## src/common/pwmcp_map.svh

```systemverilog
`ifndef PWMCP_MAP_SVH
`define PWMCP_MAP_SVH

// Register byte addresses.
`define PWMCP_ADDR_GP_CTRL 8'hAD
`define PWMCP_ADDR_CFG 8'hB1
`define PWMCP_ADDR_BURST 8'hB2
`define PWMCP_ADDR_DUTY 8'hB3

// General purpose control register fields.
`define PWMCP_GP_PWM_FORCE 7
`define PWMCP_GP_PWM_EN 6
`define PWMCP_GP_CV_FORCE 5
`define PWMCP_GP_CV_EN 4
`define PWMCP_GP_CV_STAT 3
`define PWMCP_GP_WR_MASK 8'hF0

// Configuration register fields.
`define PWMCP_CFG_PWM_DIV_HI 7
`define PWMCP_CFG_PWM_DIV_LO 4
`define PWMCP_CFG_CV_DIV_HI 3
`define PWMCP_CFG_CV_DIV_LO 1
`define PWMCP_CFG_SRC 0

// Reset values.
`define PWMCP_RST_GP 8'h00
`define PWMCP_RST_CFG 8'h00
`define PWMCP_RST_BURST 8'h00
`define PWMCP_RST_DUTY 8'h00

// Divider constants; contrast pulse divide is 2^(select + base), 32 to 4096.
`define PWMCP_CV_DIV_BASE 4'h5
`define PWMCP_DIV_ONE 16'h0001
`define PWMCP_ZERO16 16'h0000
`define PWMCP_ZERO8 8'h00

`endif

```

## src/common/pwmcp_pkg.sv

```systemverilog
package pwmcp_pkg;

  typedef logic [7:0] pwmcp_byte_t;
  typedef logic [15:0] pwmcp_div_t;

  typedef enum logic [1:0] {
    CV_IDLE,
    CV_HIGH,
    CV_LOW
  } pwmcp_cv_state_e;

endpackage : pwmcp_pkg

```

## src/hw/pwmcp_top.sv

```systemverilog
`timescale 1ns/1ps
`include "pwmcp_map.svh"

//////////////////////////////////////////////////////////////////////////////
// Function
// [RULE1] PWM output high for duty of every 256 divided clock periods; zero stays low.
// [RULE2] Duty FFh gives 255 of 256 periods high, never continuously high.
// [RULE3] Eight-bit duty register, readable and writable by software.
// [RULE4] Three-bit configuration field selects contrast pulse division of source clock.
// [RULE5] Configuration register holds PWM divide select and PWM clock source select.
// [RULE6] Control register has enable and force-high for both outputs, plus pulse status.
// [RULE7] PWM divide select is four bits, power-of-two division amounts.
// [RULE8] Force-high drives output high; neither enabled nor forced keeps it low.
module pwmcp_top
  import pwmcp_pkg::*;
(
  input wire logic clk_sys_i, // System clock, 125 MHz.
  input wire logic rst_n_i, // Asynchronous reset, active low.
  input wire logic [7:0] addr_i, // Register byte address.
  input wire logic [7:0] wr_data_i, // Write data.
  input wire logic wr_stb_i, // Write strobe, one cycle.
  input wire logic rd_stb_i, // Read strobe, one cycle.
  input wire logic alt_src_tick_i, // Alternate source clock as a one-cycle tick.
  output logic [7:0] rd_data_o, // Read data, valid the cycle after a read.
  output logic pulse_width_output_pin_o, // PWM output.
  output logic contrast_voltage_pulse_o // Contrast voltage pulse output.
);

  //////////////////////////////////////////////////////////////////////////////
  // Register file.

  pwmcp_byte_t gp_pin_status_control;
  pwmcp_byte_t pwm_contrast_pulse_config;
  pwmcp_byte_t contrast_pulse_burst_length;
  pwmcp_byte_t pwm_duty;
  pwmcp_byte_t next_gp_pin_status_control;
  pwmcp_byte_t next_pwm_contrast_pulse_config;
  pwmcp_byte_t next_contrast_pulse_burst_length;
  pwmcp_byte_t next_pwm_duty;
  pwmcp_byte_t next_rd_data;
  logic cv_busy;

  always_comb begin
    next_gp_pin_status_control = gp_pin_status_control;
    next_pwm_contrast_pulse_config = pwm_contrast_pulse_config;
    next_contrast_pulse_burst_length = contrast_pulse_burst_length;
    next_pwm_duty = pwm_duty;
    next_rd_data = `PWMCP_ZERO8;
    if (wr_stb_i) begin
      case (addr_i)
        // [RULE6] control bits written
        `PWMCP_ADDR_GP_CTRL: begin
          next_gp_pin_status_control = wr_data_i & `PWMCP_GP_WR_MASK;
        end
        // [RULE4] [RULE5] configuration write
        `PWMCP_ADDR_CFG: begin
          next_pwm_contrast_pulse_config = wr_data_i;
        end
        `PWMCP_ADDR_BURST: begin
          next_contrast_pulse_burst_length = wr_data_i;
        end
        // [RULE3] duty write
        `PWMCP_ADDR_DUTY: begin
          next_pwm_duty = wr_data_i;
        end
        default: begin
          next_pwm_duty = pwm_duty;
        end
      endcase
    end
    if (rd_stb_i) begin
      case (addr_i)
        // [RULE6] pulse status readback
        `PWMCP_ADDR_GP_CTRL: begin
          next_rd_data = gp_pin_status_control;
          next_rd_data[`PWMCP_GP_CV_STAT] = cv_busy;
        end
        `PWMCP_ADDR_CFG: begin
          next_rd_data = pwm_contrast_pulse_config;
        end
        `PWMCP_ADDR_BURST: begin
          next_rd_data = contrast_pulse_burst_length;
        end
        // [RULE3] duty readback
        `PWMCP_ADDR_DUTY: begin
          next_rd_data = pwm_duty;
        end
        default: begin
          next_rd_data = `PWMCP_ZERO8;
        end
      endcase
    end
  end

  always_ff @(posedge clk_sys_i or negedge rst_n_i) begin
    if (!rst_n_i) begin
      gp_pin_status_control <= `PWMCP_RST_GP;
      pwm_contrast_pulse_config <= `PWMCP_RST_CFG;
      contrast_pulse_burst_length <= `PWMCP_RST_BURST;
      pwm_duty <= `PWMCP_RST_DUTY;
      rd_data_o <= `PWMCP_ZERO8;
    end else begin
      gp_pin_status_control <= next_gp_pin_status_control;
      pwm_contrast_pulse_config <= next_pwm_contrast_pulse_config;
      contrast_pulse_burst_length <= next_contrast_pulse_burst_length;
      pwm_duty <= next_pwm_duty;
      rd_data_o <= next_rd_data;
    end
  end

  //////////////////////////////////////////////////////////////////////////////
  // Source selection and dividers.

  // Terminal count of a divide-by-2^sel counter.
  function automatic pwmcp_div_t f_div_mask(input logic [3:0] sel);
    f_div_mask = pwmcp_div_t'((`PWMCP_DIV_ONE << sel) - `PWMCP_DIV_ONE);
  endfunction : f_div_mask

  logic src_tick;
  logic [3:0] pwm_sel;
  logic [3:0] cv_sel;
  pwmcp_div_t pwm_div_cnt;
  pwmcp_div_t cv_div_cnt;
  pwmcp_div_t next_pwm_div_cnt;
  pwmcp_div_t next_cv_div_cnt;
  logic pwm_tick;
  logic cv_tick;

  // [RULE5] source clock select
  assign src_tick = pwm_contrast_pulse_config[`PWMCP_CFG_SRC] ? alt_src_tick_i : 1'b1;
  assign pwm_sel = pwm_contrast_pulse_config[`PWMCP_CFG_PWM_DIV_HI:`PWMCP_CFG_PWM_DIV_LO];
  assign cv_sel = 4'({1'b0, pwm_contrast_pulse_config[`PWMCP_CFG_CV_DIV_HI:`PWMCP_CFG_CV_DIV_LO]})
    + `PWMCP_CV_DIV_BASE;
  // [RULE7] power-of-two PWM divide
  assign pwm_tick = src_tick && (pwm_div_cnt >= f_div_mask(pwm_sel));
  // [RULE4] contrast pulse divide
  assign cv_tick = src_tick && (cv_div_cnt >= f_div_mask(cv_sel));

  always_comb begin
    next_pwm_div_cnt = pwm_div_cnt;
    next_cv_div_cnt = cv_div_cnt;
    if (src_tick) begin
      next_pwm_div_cnt = pwm_tick ? `PWMCP_ZERO16 : pwm_div_cnt + `PWMCP_DIV_ONE;
      next_cv_div_cnt = cv_tick ? `PWMCP_ZERO16 : cv_div_cnt + `PWMCP_DIV_ONE;
    end
  end

  always_ff @(posedge clk_sys_i or negedge rst_n_i) begin
    if (!rst_n_i) begin
      pwm_div_cnt <= `PWMCP_ZERO16;
      cv_div_cnt <= `PWMCP_ZERO16;
    end else begin
      pwm_div_cnt <= next_pwm_div_cnt;
      cv_div_cnt <= next_cv_div_cnt;
    end
  end

  //////////////////////////////////////////////////////////////////////////////
  // PWM output.

  pwmcp_byte_t pwm_phase;
  pwmcp_byte_t next_pwm_phase;
  logic next_pwm_out;

  always_comb begin
    next_pwm_phase = pwm_tick ? pwm_phase + 8'h01 : pwm_phase;
    // [RULE1] [RULE2] high while phase below duty
    next_pwm_out = gp_pin_status_control[`PWMCP_GP_PWM_EN] && (pwm_phase < pwm_duty);
    // [RULE8] force high wins
    if (gp_pin_status_control[`PWMCP_GP_PWM_FORCE]) begin
      next_pwm_out = 1'b1;
    end
  end

  always_ff @(posedge clk_sys_i or negedge rst_n_i) begin
    if (!rst_n_i) begin
      pwm_phase <= `PWMCP_ZERO8;
      pulse_width_output_pin_o <= 1'b0;
    end else begin
      pwm_phase <= next_pwm_phase;
      pulse_width_output_pin_o <= next_pwm_out;
    end
  end

  //////////////////////////////////////////////////////////////////////////////
  // Contrast pulse burst.

  pwmcp_cv_state_e cv_state;
  pwmcp_cv_state_e next_cv_state;
  pwmcp_byte_t cv_left;
  pwmcp_byte_t next_cv_left;
  logic cv_en_d;
  logic cv_en;
  logic next_cv_out;

  assign cv_en = gp_pin_status_control[`PWMCP_GP_CV_EN];
  assign cv_busy = (cv_state != CV_IDLE);

  always_comb begin
    next_cv_state = cv_state;
    next_cv_left = cv_left;
    case (cv_state)
      CV_IDLE: begin
        // A burst starts once per rising edge of the enable.
        if (cv_en && !cv_en_d) begin
          next_cv_state = CV_HIGH;
          next_cv_left = contrast_pulse_burst_length;
        end
      end
      CV_HIGH: begin
        if (cv_tick) begin
          next_cv_state = CV_LOW;
        end
      end
      CV_LOW: begin
        if (cv_tick) begin
          next_cv_state = (cv_left == `PWMCP_ZERO8) ? CV_IDLE : CV_HIGH;
          next_cv_left = cv_left - 8'h01;
        end
      end
      default: begin
        next_cv_state = CV_IDLE;
      end
    endcase
    // Dropping the enable aborts a burst.
    if (!cv_en) begin
      next_cv_state = CV_IDLE;
    end
    next_cv_out = (cv_state == CV_HIGH);
    // [RULE8] force high wins
    if (gp_pin_status_control[`PWMCP_GP_CV_FORCE]) begin
      next_cv_out = 1'b1;
    end
  end

  always_ff @(posedge clk_sys_i or negedge rst_n_i) begin
    if (!rst_n_i) begin
      cv_state <= CV_IDLE;
      cv_left <= `PWMCP_ZERO8;
      cv_en_d <= 1'b0;
      contrast_voltage_pulse_o <= 1'b0;
    end else begin
      cv_state <= next_cv_state;
      cv_left <= next_cv_left;
      cv_en_d <= cv_en;
      contrast_voltage_pulse_o <= next_cv_out;
    end
  end

endmodule : pwmcp_top

```

## config.mk

```make
export PLATFORM = sky130hd
export DESIGN_NAME = pwmcp_top
export DESIGN_NICKNAME = d
export VERILOG_FILES = /design/src/common/pwmcp_pkg.sv /design/src/hw/pwmcp_top.sv
export VERILOG_INCLUDE_DIRS = /design/src /design/src/common
export SDC_FILE = /design/constraint.sdc
export NUM_CORES = 1
export LEC_CHECK = 0
export BUFFER_PORTS_ARGS = -buffer_cell sky130_fd_sc_hd__buf_2
export CAP_MARGIN = 20
export CORE_ASPECT_RATIO = 0.6
export CORE_MARGIN = 1.5
export CORE_UTILIZATION = 52
export DETAILED_ROUTE_END_ITERATION = 16
export HOLD_SLACK_MARGIN = 0.1
export PLACE_DENSITY = 0.79
export SYNTH_ARGS = -nofsm -noshare
export SYNTH_HDL_FRONTEND = slang
export SYNTH_SLANG_ARGS = --single-unit
```

## constraint.sdc

```tcl
create_clock -name clk_sys_i -period 4.78 [get_ports clk_sys_i]
set_input_delay 0.956 -clock clk_sys_i [delete_from_list [all_inputs] [get_ports clk_sys_i]]
set_output_delay 0.956 -clock clk_sys_i [all_outputs]
set_load 0.05 [all_outputs]
```

== Yosys cells after proc, flatten, opt, wreduce, memory -nomap -nowiden ==
Index checks and enable logic that the tools add are counted.

* Add/subtract/negate cells: 7
* Equality and inequality tests: 11
* Mux-type cells: 16
* Reduce and logical (&&, ||, !) cells: 15
* Magnitude comparators: 3
* Shifts and indexed selects: 2

{| class="wikitable"
|+ Operators by type and width
! kind !! count
|-
| adder 16 x 1 -> 16 bit, second input constant || 2
|-
| == test 8 bit, second input constant || 4
|-
| greater-or-equal comparator 16 bit || 2
|-
| two-way mux 16 bit || 2
|-
| case mux 8 bit (4 select lines) || 1
|-
| << shifter 1 x 4 -> 16 bit, first input constant || 2
|-
| subtractor 16 x 1 -> 16 bit, second input constant || 2
|-
| two-way mux 8 bit || 3
|-
| case mux 8 bit (2 select lines) || 1
|-
| != test 3 bit, second input constant || 3
|-
| adder 8 x 1 -> 8 bit, second input constant || 1
|-
| logical NOT 8 bit || 1
|-
| < comparator 8 bit || 1
|-
| two-way mux 2 bit || 4
|-
| AND reduction 2 bit || 4
|-
| subtractor 8 x 1 -> 8 bit, second input constant || 1
|-
| case mux 2 bit (3 select lines) || 1
|-
| AND reduction 3 bit || 2
|-
| adder 3 x 3 -> 4 bit, second input constant || 1
|-
| logical AND 1 bit || 4
|-
| two-way mux 1 bit || 4
|-
| != test 2 bit, second input constant || 2
|-
| nonzero test 2 bit || 2
|-
| == test 2 x 1 -> 1 bit, second input constant || 1
|-
| other kinds (3) || 3
|}

* Register bits: 89
* Word-level logic and storage cells: 67
* Output and inout port bits: 10

== Longest topological paths before layout ==
* Depth in word-level cells: 8
* Depth in mapped cells: 17
* Depth with buffers taken out: 14

== Worst setup path before layout ==
OpenSTA, ideal clock, no wires.

* Path type: register -> register
* Start: register pwm_contrast_pulse_config[4]
* End: register pwm_phase[4]
* Setup slack: 1.380 ns
* Setup time: 0.123 ns
* Data arrival time: 3.277 ns
* Path buffers: 2
* Cell stages (with the launch flop): 16
* Clock period less this slack: 3.400 ns
* Cell sequence: dfrtp_1 -> clkbuf_1 -> or2_2 -> or3_1 -> ha_1 -> or2_2 -> o22a_1 -> nor2_1 -> a41oi_1 -> ha_1 -> nand4_1 -> or3_1 -> o21ai_2 -> buf_4 -> nand4_1 -> xnor2_1

* Longest elaborated chain between the ends: 4

{| class="wikitable"
|+ RTL lines
! item !! RTL line !! RTL
|-
| start: declaration || pwmcp_top.sv:33 || <nowiki>pwmcp_byte_t pwm_contrast_pulse_config;</nowiki>
|-
| start signal: assignment || pwmcp_top.sv:98 || <nowiki>pwm_contrast_pulse_config <= `PWMCP_RST_CFG;</nowiki>
|-
| start signal: assignment || pwmcp_top.sv:104 || <nowiki>pwm_contrast_pulse_config <= next_pwm_contrast_pulse_config;</nowiki>
|-
| << shifter 1 x 4 -> 16 bit (no source line) || - ||
|-
| subtractor 16 x 1 -> 16 bit (no source line) || - ||
|-
| greater-or-equal comparator 16 bit || pwmcp_top.sv:135 || <nowiki>assign pwm_tick = src_tick && (pwm_div_cnt >= f_div_mask(pwm_sel));</nowiki>
|-
| logical AND 1 bit || pwmcp_top.sv:135 ||
|-
| end signal: assignment || pwmcp_top.sv:177 || <nowiki>pwm_phase <= `PWMCP_ZERO8;</nowiki>
|-
| end signal: assignment || pwmcp_top.sv:180 || <nowiki>pwm_phase <= next_pwm_phase;</nowiki>
|-
| end: declaration || pwmcp_top.sv:161 || <nowiki>pwmcp_byte_t pwm_phase;</nowiki>
|}

No other way between the ends.
A chain may end at the register's enable or synchronous reset.

== Final worst setup path ==
* Start: register pwm_contrast_pulse_config[5]
* End: register pwm_phase[1]

The elaborated chain is that of the path after synthesis.

==> out/results.tsv <==
stage	metric	value	unit
run	maxcap violations	0	
sta	final hold violation count	0	
layout	layout cells sized above 1	14.1	%
yosys	ys flop type	dfrtp_1	
placement	Post-Place Setup Slack	0.759	ns
placement	hpwl dp	8.53	mm
layout	most common cell after layout, fill and taps aside	dfrtp_1	
placement	Final GP Congestion	0.851	
global_routing	GR Overflow Total	0	
cts	Clk Tree Root Cell	clkbuf_16	
sta	slew margin rel.	37.2	%
cts	number of CTS-inserted buffers	9	
layout	footprint of the multi-input gates	2710	um2
drt	vias per cell	5.90	
layout	Area Growth Syn to Fin	10.5	%
yosys	mapped cell area	5100	um2
sta	Tcrit/Tclk final	85.0	%
yosys	Mapped Cells	515	
floorplan	die height	79.7	um
setup_path	worst path arrival time	4.29	ns
layout	Seq. cell area	2230	um2
floorplan	Core Area	9360	um2
layout	most frequent cells in the layout	dfrtp_1, nor2_1, nand2_1, ha_1, a21oi_1	
global_routing	total track usage	24.5	%
floorplan	Die X-Extent	131	um
outcome	status	finished, final reports clean	
layout	fillers	770	
placement	PortBufs	30	
global_routing	initial antenna violation count	0	
setup_path	crit path max fanout	16	
yosys	Async SR Flop Fraction	100	%
power	LEAKAGE	0.00267	uW
yosys	syn_area_per_cell	9.90	um2
power	peak supply drop	0.000246	V
sta	setup TNS after final layout	0	ns
layout	final net count	602	
yosys	top cells by area, synth	dfrtp_1, ha_1, mux2_2, nor2_1, nand2_1	
cts	CTS Buffer Depth	2	
drt	starting DRC count in detailed routing	481	
global_routing	largest net degree at the start of global routing	48	
global_routing	vias in the first global route	3890	
setup_path	Req. time, crit path	5.01	ns
placement	dpl cells	661	
sta	post-layout min period	4.06	ns
sta	Final setup viols	0	
cts	Post-CTS Setup Bufs	0	
cts	Worst-path clk slew	0.06	ns
power	Power Density	397	nW/um2
layout	Non-Filler Instances	676	
floorplan	Initial Utilization	54.5	%
drt	first-pass detailed-route iteration total	5	
floorplan	Die Area	10400	um2
sta	Least-Margin Pin Slew	0.935	ns
sta	fmax	0.246	GHz
sta	RSZ-0062 raised after global routing	no	
drt	post-DR wirelength/cell	17.3	um
setup_path	startpoint types	register	
yosys	sequential cell area fraction in the yosys report	43.7	%
drt	vias	3986	
sta	final worst setup slack	0.719	ns
yosys	Post-synth EDFFs	0	
power	Overall Power	2230	uW
drt	post-route ant nets	0	
sta	Post-Route Skew	0.00739	ns
yosys	post-synth top area share	43.7	%
cts	CTS resizes	0	
yosys	Netlist cell types	55	
drt	Routed Wire Length	11.7	mm
floorplan	Cell Rows	27	
sta	Slew Limit Fails	0	
yosys	YS warnings	0	
cts	CTS tree	done	
floorplan	Ports	31	
yosys	flops & latches, synth	89	
cts	clk sinks	89	
global_routing	first-pass GRT wire length	19.4	mm
cts	worst skew pair latency	0.34	ns
cts	hold buffer count at CTS	0	
yosys	leading area contributor after synthesis	dfrtp_1	
cts	CTS H-tree depth	3	
setup_path	CP Capture Type	register	
layout	ANT cells	0	
setup_path	CP Class	reg -> reg	
worst_hold_path	min-delay worst type	reg -> reg	
drt	# DRC	0	
## state kept, by name, indices dropped and copies added (netlist names)
| name | cells |
|---|---|
| cv_state | 2 |
| rd_data_o | 8 |
| pwm_div_cnt | 16 |
| contrast_pulse_burst_length | 8 |
| contrast_voltage_pulse_o | 1 |
| pwm_contrast_pulse_config | 8 |
| gp_pin_status_control | 4 |
| pwm_phase | 8 |
| cv_en_d | 1 |
| pwm_duty | 8 |
| cv_div_cnt | 16 |
| cv_left | 8 |
| pulse_width_output_pin_o | 1 |
## final timing paths
kind	slack, ns	start	endpoint	cells after the start
max	0.72	pwm_contrast_pulse_config[5]	pwm_phase[1]	13
min	0.49	pwm_phase[7]	pwm_phase[7]	1
max reg2reg	0.72	pwm_contrast_pulse_config[5]	pwm_phase[1]	13
min reg2reg	0.49	pwm_phase[7]	pwm_phase[7]	1
max in group asynchronous	3.16	rst_n_i	rd_data_o[1]	2
min in group asynchronous	0.63	rst_n_i	cv_left[4]	1
## metal layers
| metal | wire length (um) | track usage, % | up-vias |
|---|---|---|---|
| met1 | 5930 | 36.6 | 1964 |
| li1 | - | - | 1911 |
| met3 | 580 | 5.29 | 12 |
| met5 | 0 | 0 | - |
| met4 | 88 | 4.51 | 0 |
| met2 | 5080 | 36.7 | 99 |
## critical path: stages (launching register included)
cell and delay (ns):
dfrtp_1 0.54, or2_2 0.39, or3_1 0.35, ha_1 0.34, or2_2 0.36, o22a_1 0.17, nor2_1 0.12, a41oi_1 0.08
ha_1 0.35, nand4_1 0.15, or3_1 0.40, o21ai_2 0.15, buf_4 0.20, mux2_2 0.34
## kinds of logic after synthesis
kind of cell / Yosys count / share of synthesized area [%]
other cells: 2 / 0.147
fa+ha+maj: 39 / 9.58
simple gates: 176 / 17.7
compound gates: 107 / 13.5
flops: 89 / 43.7
xor+xnor: 29 / 4.98
mux: 33 / 7.24
buf+inv: 40 / 3.22
## cell type report
cell class,instances,area share [%]
sequential,89,39.6
clock inverter,2,0.244
tap,130,2.89
timing repair buffer,33,3.11
inverter,22,1.47
multi-input combinational,387,48.1
clock buffer,13,4.62
## where the power goes
group | switching, uW | internal, uW | total (uW)
logic | 331 | 239 | 570
clock network | 282 | 378 | 660
registers | 142 | 863 | 1010
total | 754 | 1480 | 2230
## through the flow
step | cell area (um2) | utilization (%) | hold slack (ns)
after global placement | 5360 | 57.2 | 0.473
after global routing | 5630 | 60.2 | 0.509
after detailed placement | 5360 | 57.2 | 0.487
final | 5630 | 60.2 | 0.494
after CTS | 5630 | 60.2 | 0.495
after floorplan | 5100 | - | 0.422
## synth_stat cells, drive strengths merged, types with 6 or more instances
master	count
a31oi	6
clkbuf	8
nor2	48
buf	10
xnor2	13
nand4	14
or3	8
o21ai	25
mux2	31
nor2b	6
a21oi	31
xor2	16
a22oi	9
and3	11
nor3	11
nand2b	6
nand2	44
inv	22
dfrtp	89
ha	39
nand3	12
Note: power is estimated with default switching activity, not from simulation.
